## src/cmfd_pkg.sv

```systemverilog
// cmfd_pkg: offsets, field positions, codes for chip mode and overrange control
// assumes an external serial control port delivers byte-wide register accesses
package cmfd_pkg;
   localparam logic [11:0] CMFD_ADDR_MODE   = 12'h200;
   localparam logic [11:0] CMFD_ADDR_DECIM  = 12'h201;
   localparam logic [11:0] CMFD_ADDR_OVR    = 12'h245;
   // writable bit masks; everything else reads zero
   localparam logic [7:0]  CMFD_MODE_WMASK  = 8'hEF;
   localparam logic [7:0]  CMFD_DECIM_WMASK = 8'h0F;
   localparam logic [7:0]  CMFD_OVR_WMASK   = 8'h0D;
   localparam logic [7:0]  CMFD_RST_VAL     = 8'h00;
   localparam int          CMFD_Q_IGN_BIT   = 5;
   localparam int          CMFD_FORCE_BIT   = 3;
   localparam int          CMFD_FVAL_BIT    = 2;
   localparam int          CMFD_FDEN_BIT    = 0;
   localparam logic [3:0]  CMFD_APP_FULL    = 4'h0;
   localparam logic [3:0]  CMFD_APP_ONE     = 4'h1;
   localparam logic [3:0]  CMFD_APP_TWO     = 4'h2;
   localparam logic [3:0]  CMFD_APP_FOUR    = 4'h3;
endpackage

```

## src/cmfd_ctrl.sv

```systemverilog
// cmfd_ctrl: chip mode, decimation select and overrange pin force registers
// assumes byte writes/reads from the serial control port, synchronous to clk
`timescale 1ns/1ps
`default_nettype none
module cmfd_ctrl
   import cmfd_pkg::*;
(
   input  wire logic        core_clk_i,
   input  wire logic        reset_n_i,
   input  wire logic        clk_en_i,
   input  wire logic        reg_wr_i,
   input  wire logic [11:0] reg_addr_i,
   input  wire logic [7:0]  reg_wdata_i,
   output logic      [7:0]  reg_rdata_o,
   input  wire logic [1:0]  detect_level_i,
   output logic      [1:0]  overrange_flag_pin_o,
   output logic             overrange_detect_en_o,
   output logic             q_path_en_o,
   output logic             full_bw_mode_o,
   output logic      [3:0]  downconverter_en_o,
   output logic             decim_bypass_o,
   output logic      [5:0]  decim_ratio_o
);
   ////////////////////////////////////////////////////////////////////////
   logic [7:0] mode_r;
   logic [7:0] decim_r;
   logic [7:0] ovr_r;
   logic [1:0] pin_r;
   logic [5:0] ratio_nxt;
   wire        wr_mode  = reg_wr_i && (reg_addr_i == CMFD_ADDR_MODE);
   wire        wr_decim = reg_wr_i && (reg_addr_i == CMFD_ADDR_DECIM);
   wire        wr_ovr   = reg_wr_i && (reg_addr_i == CMFD_ADDR_OVR);
   wire        force_on = ovr_r[CMFD_FORCE_BIT];
   wire [3:0]  app      = mode_r[3:0];

   always_ff @(posedge core_clk_i or negedge reset_n_i)
   begin
      if (!reset_n_i)
      begin
         mode_r  <= CMFD_RST_VAL;
         decim_r <= CMFD_RST_VAL;
         ovr_r   <= CMFD_RST_VAL;
      end
      else if (clk_en_i)
      begin
         // masking keeps reserved bits at zero
         if (wr_mode)
            mode_r <= reg_wdata_i & CMFD_MODE_WMASK;
         if (wr_decim)
            decim_r <= reg_wdata_i & CMFD_DECIM_WMASK;
         if (wr_ovr)
            ovr_r <= reg_wdata_i & CMFD_OVR_WMASK;
      end
   end

   ////////////////////////////////////////////////////////////////////////
   // unmapped addresses read zero
   assign reg_rdata_o = (reg_addr_i == CMFD_ADDR_MODE)  ? mode_r  :
                        (reg_addr_i == CMFD_ADDR_DECIM) ? decim_r :
                        (reg_addr_i == CMFD_ADDR_OVR)   ? ovr_r   :
                        8'h00;

   assign q_path_en_o    = ~mode_r[CMFD_Q_IGN_BIT];
   assign full_bw_mode_o = (app == CMFD_APP_FULL);
   // undefined app codes enable nothing rather than guess
   assign downconverter_en_o = (app == CMFD_APP_ONE)  ? 4'h1 :
                               (app == CMFD_APP_TWO)  ? 4'h3 :
                               (app == CMFD_APP_FOUR) ? 4'hF :
                               4'h0;
   assign overrange_detect_en_o = ovr_r[CMFD_FDEN_BIT];

   ////////////////////////////////////////////////////////////////////////
   always_comb
   begin
      case (decim_r[3:0])
         4'h0:    ratio_nxt = 6'h01;
         4'h1:    ratio_nxt = 6'h02;
         4'h2:    ratio_nxt = 6'h04;
         4'h3:    ratio_nxt = 6'h08;
         4'h4:    ratio_nxt = 6'h10;
         4'h5:    ratio_nxt = 6'h05;
         4'h6:    ratio_nxt = 6'h0A;
         4'h7:    ratio_nxt = 6'h0F;
         4'h8:    ratio_nxt = 6'h03;
         4'h9:    ratio_nxt = 6'h06;
         4'hA:    ratio_nxt = 6'h0C;
         4'hB:    ratio_nxt = 6'h18;
         4'hC:    ratio_nxt = 6'h30;
         4'hD:    ratio_nxt = 6'h14;
         4'hE:    ratio_nxt = 6'h1E;
         default: ratio_nxt = 6'h28;
      endcase
   end
   assign decim_ratio_o  = ratio_nxt;
   assign decim_bypass_o = (decim_r[3:0] == 4'h0);

   ////////////////////////////////////////////////////////////////////////
   // pin is registered: one cycle lag from detector, glitch-free output
   genvar ch;
   generate
      for (ch = 0; ch < 2; ch++)
      begin : g_pin
         always_ff @(posedge core_clk_i or negedge reset_n_i)
         begin
            if (!reset_n_i)
               pin_r[ch] <= 1'b0;
            else if (clk_en_i)
               pin_r[ch] <= force_on ? ovr_r[CMFD_FVAL_BIT]
                                     : detect_level_i[ch];
         end
      end
   endgenerate
   assign overrange_flag_pin_o = pin_r;
endmodule
`default_nettype wire

```

## config.mk

```make
export PLATFORM = sky130hd
export DESIGN_NAME = cmfd_ctrl
export DESIGN_NICKNAME = d
export VERILOG_FILES = /design/src/cmfd_pkg.sv /design/src/cmfd_ctrl.sv
export SDC_FILE = /design/constraint.sdc
export NUM_CORES = 1
export LEC_CHECK = 0
export ABC_AREA = 1
export ABC_CLOCK_PERIOD_IN_PS = 1500
export BUFFER_PORTS_ARGS = -buffer_cell sky130_fd_sc_hd__buf_2
export CORE_UTILIZATION = 35
export DETAILED_ROUTE_END_ITERATION = 7
export PLACE_DENSITY = 0.65
export SYNTH_ARGS = -nofsm -noshare
export SYNTH_HDL_FRONTEND = slang
export SYNTH_SLANG_ARGS = --single-unit
```

## constraint.sdc

```tcl
create_clock -name core_clk_i -period 1.5 [get_ports core_clk_i]
set_input_delay 0.3 -clock core_clk_i [delete_from_list [all_inputs] [get_ports core_clk_i]]
set_output_delay 0.3 -clock core_clk_i [all_outputs]
set_load 0.05 [all_outputs]
```

==> run_results.csv <==
group,metric,value,unit
timing,finalSetupViolations,16,
floorplan,die_h,59.2,um
yosys,synth.avg_cell_area,7.03,um^2
route,vias_per_cell,4.64,
yosys,synth_xor_area_share,0,%
yosys,syn-num-nets,194,
yosys,synthMuxAreaShare,0,%
yosys,ys_ff_latch,16,
yosys,synth_fa_ha_area_share,5.46,%
route,drc_errors,0,
worst_setup_path,critical_path_required,1.20,ns
worst_setup_path,arrival,1.45,ns
worst_setup_path,cp_max_fo,2,
flow_run,max_cap_violations,0,
yosys,synth_top_cell_by_area,"dfrtp_1",
yosys,synth_compound_area_share,12.8,%
floorplan,core,0.00308,mm^2
yosys,synth_area_leaders,"dfrtp_1 (35%), nand2_1 (15%), inv_1 (8.5%)",
route,wire_per_inst,11.6,um
final_layout,final_cell_mix,"nand2_1 (33), buf_6 (25), buf_2 (20)",
timing,post-route-period-util,117,%
route,ant_nets,0,
worst_setup_path,rrSetupSlack,0.52,ns
yosys,syn-cell-area,0.00115,mm^2
placement,dp_hpwl,2.18,mm
global_route,grt_pass1_wl,5.05,mm
global_route,grt_remaining_overflow,0,
worst_hold_path,min_from,"reg_wdata_i[7]",
timing,slew_violations,0,
global_route,grt_pass1_vias,1125,
clocking,clk_pin_slew,0.10,ns
global_route,grt_antenna_before_repair,0,
worst_hold_path,hold_depth,3,
clocking,cts-root-buf,"clkbuf_4",
floorplan,rows,20,
route,vias,1291,
placement,globalplace.congestion,0.805,
final_layout,area_growth,85.5,%
timing,worst_slack,-0.253,ns
timing,fmaxAchievable,570,MHz
worst_setup_path,r2r_cells,4,
floorplan,ioPinCount,50,
worst_setup_path,cp-end-kind,"output pin",
timing,final.min_clock_period,1.75,ns
floorplan,die-width,59.2,um
yosys,synth.top_cell.area_share,34.9,%
final_layout,drive_gt1_share,61.5,%
floorplan,die_area,0.00351,mm^2
worst_hold_path,hold_end,"mode_r[7]$_DFFE_PN0P_",
route,wl,3.22,mm
global_route,grt_usage,19.3,%
timing,fin_tns_setup,-1.97,ns
route,first_iter_violations,11,
clocking,cts_sinks,16,
floorplan,start_util,37.2,%
worst_setup_path,regToRegStartpoint,"decim_r[2]$_DFFE_PN0P_",
clocking,h-tree-depth,1,
yosys,yosys_warnings,0,
timing,finalHoldViolCount,0,
final_layout,nFillCells,257,
pwr,irDropWorstVdd,0.000397,V
final_layout,final_common_cell,"nand2_1",
yosys,synth-simple-area-share,35.0,%
clocking,cts_tree,"yes",
worst_hold_path,worstHoldPathType,"in -> reg",
final_layout,n_antenna_cell,0,
placement,portBuffers,47,
worst_setup_path,worstSetupPathType,"reg -> out",
worst_setup_path,crit_path_start_kind,"flop",
timing,fin_worst_skew,0.00587,ns
timing,whs,0.217,ns
yosys,synth-seq-area-share,34.9,%
outcome,outcome,"complete, but fails checks",
clocking,cts_buffers,3,
outcome,violations,"setup timing",
yosys,syn_inst,163,
clocking,cts_buffer_depth,2,
worst_setup_path,reg2reg_to,"decim_r[2]$_DFFE_PN0P_",
clocking,clk_latency,0.28,ns
global_route,grt_max_degree,17,
pwr,power_density,415,mW/mm^2
yosys,synth_top_family_by_area,"simple AND/OR/NAND/NOR gates",
timing,rsz0062_at_grt,"yes",
yosys,synth_cell_types,25,
pwr,p_leak,1.09,nW
final_layout,nets,266,
route,dr.pass1.iters,4,
==> registers in the layout (all words and copies together), names as in the netlist <==
signal,cells
decim_r,4
mode_r,7
ovr_r,3
overrange_flag_pin_o,2
==> cell families after synthesis <==
family | count (synthesis)
and+or+nand+nor | 85
buffers and inverters | 31
AOI/OAI and AO/OA | 25
DFF | 16
adders and majority gates | 5
other | 1
==> power breakdown <==
| part | switching (W) | internal [W] | leakage (nW) | total (W) |
|---|---|---|---|---|
| registers | 0.00000353 | 0.000436 | 0.157 | 0.000440 |
| logic | 0.0000917 | 0.0000651 | 0.908 | 0.000157 |
| clock network | 0.000138 | 0.000148 | 0.0210 | 0.000286 |
==> repair_timing <==
action	CTS	global route
buffers inserted	4	8
hold buffers	1	0
endpoints found under the setup margin	19	19
hold endpoints to repair	16	0
gates resized for setup	81	28
pin swaps	11	13
==> synth_stat cells <==
| cell | number |
|---|---|
| nand2_1 | 45 |
| inv_1 | 26 |
| nor2_1 | 17 |
| dfrtp_1 | 16 |
| o21ai_0 | 9 |
| nand3_1 | 7 |
| nand2_2 | 6 |
| ha_1 | 5 |
| o21ai_1 | 5 |
| nor3_1 | 3 |
| o21ai_2 | 3 |
| a21oi_1 | 2 |
| a31oi_1 | 2 |
| buf_4 | 2 |
| nor2_2 | 2 |
| nor2_8 | 2 |
| o211ai_1 | 2 |
| o22ai_1 | 2 |
| buf_6 | 1 |
| clkbuf_1 | 1 |
| conb_1 | 1 |
| inv_2 | 1 |
| nand2_4 | 1 |
| nand4_1 | 1 |
| nor2_4 | 1 |
==> area by class of cell <==
| cell class | count | area (um^2) | area share, % |
|---|---|---|---|
| sequential | 16 | 405 | 19.1 |
| clock buffer | 4 | 36.3 | 1.71 |
| inverter | 27 | 111 | 5.24 |
| tap | 44 | 55.1 | 2.59 |
| multi-input combinational | 116 | 878 | 41.3 |
| timing repair buffer | 71 | 639 | 30.1 |
==> per-layer routing <==
layer | global-route usage, % | vias up | part of all wire (%) | wire length, um
li1 | - | 656 | - | -
met1 | 22.0 | 604 | 40 | 1280
met2 | 37.7 | 27 | 57 | 1830
met3 | 1.31 | 4 | 2.4 | 76
met4 | 6.12 | 0 | 1.0 | 33
met5 | 0 | - | 0 | 0
==> critical path: stages, from the launching register on <==
cell      delay (ns)
dfrtp_1         0.37
inv_2           0.07
buf_12          0.13
ha_4            0.27
nand2_2         0.04
o211ai_1        0.07
buf_4           0.22
==> through the flow <==
step                util (%)  cells  setup WS (ns)  cell area, um^2  power [W]
finish                  69.1    278         -0.253             2130   0.000882
global route            69.1    278         -0.346             2130   0.000928
floorplan                  -    163         -0.303             1250   0.000509
detailed placement      52.3    261         -0.197             1610   0.000566
CTS                     63.8    270         -0.276             1960   0.000883
global placement        52.3    261         -0.187             1610   0.000564
==> how the worst max path moves through the flow <==
stage               cells past startpoint              startpoint                     to
floorplan                               3   mode_r[1]$_DFFE_PN0P_  downconverter_en_o[3]
global placement                        9           reg_addr_i[7]         reg_rdata_o[0]
detailed placement                      9           reg_addr_i[7]         reg_rdata_o[0]
CTS                                     6  decim_r[0]$_DFFE_PN0P_       decim_ratio_o[2]
global route                            7  decim_r[0]$_DFFE_PN0P_       decim_ratio_o[1]
finish                                  6  decim_r[0]$_DFFE_PN0P_       decim_ratio_o[2]
Note: power is estimated with default switching activity, not from simulation.
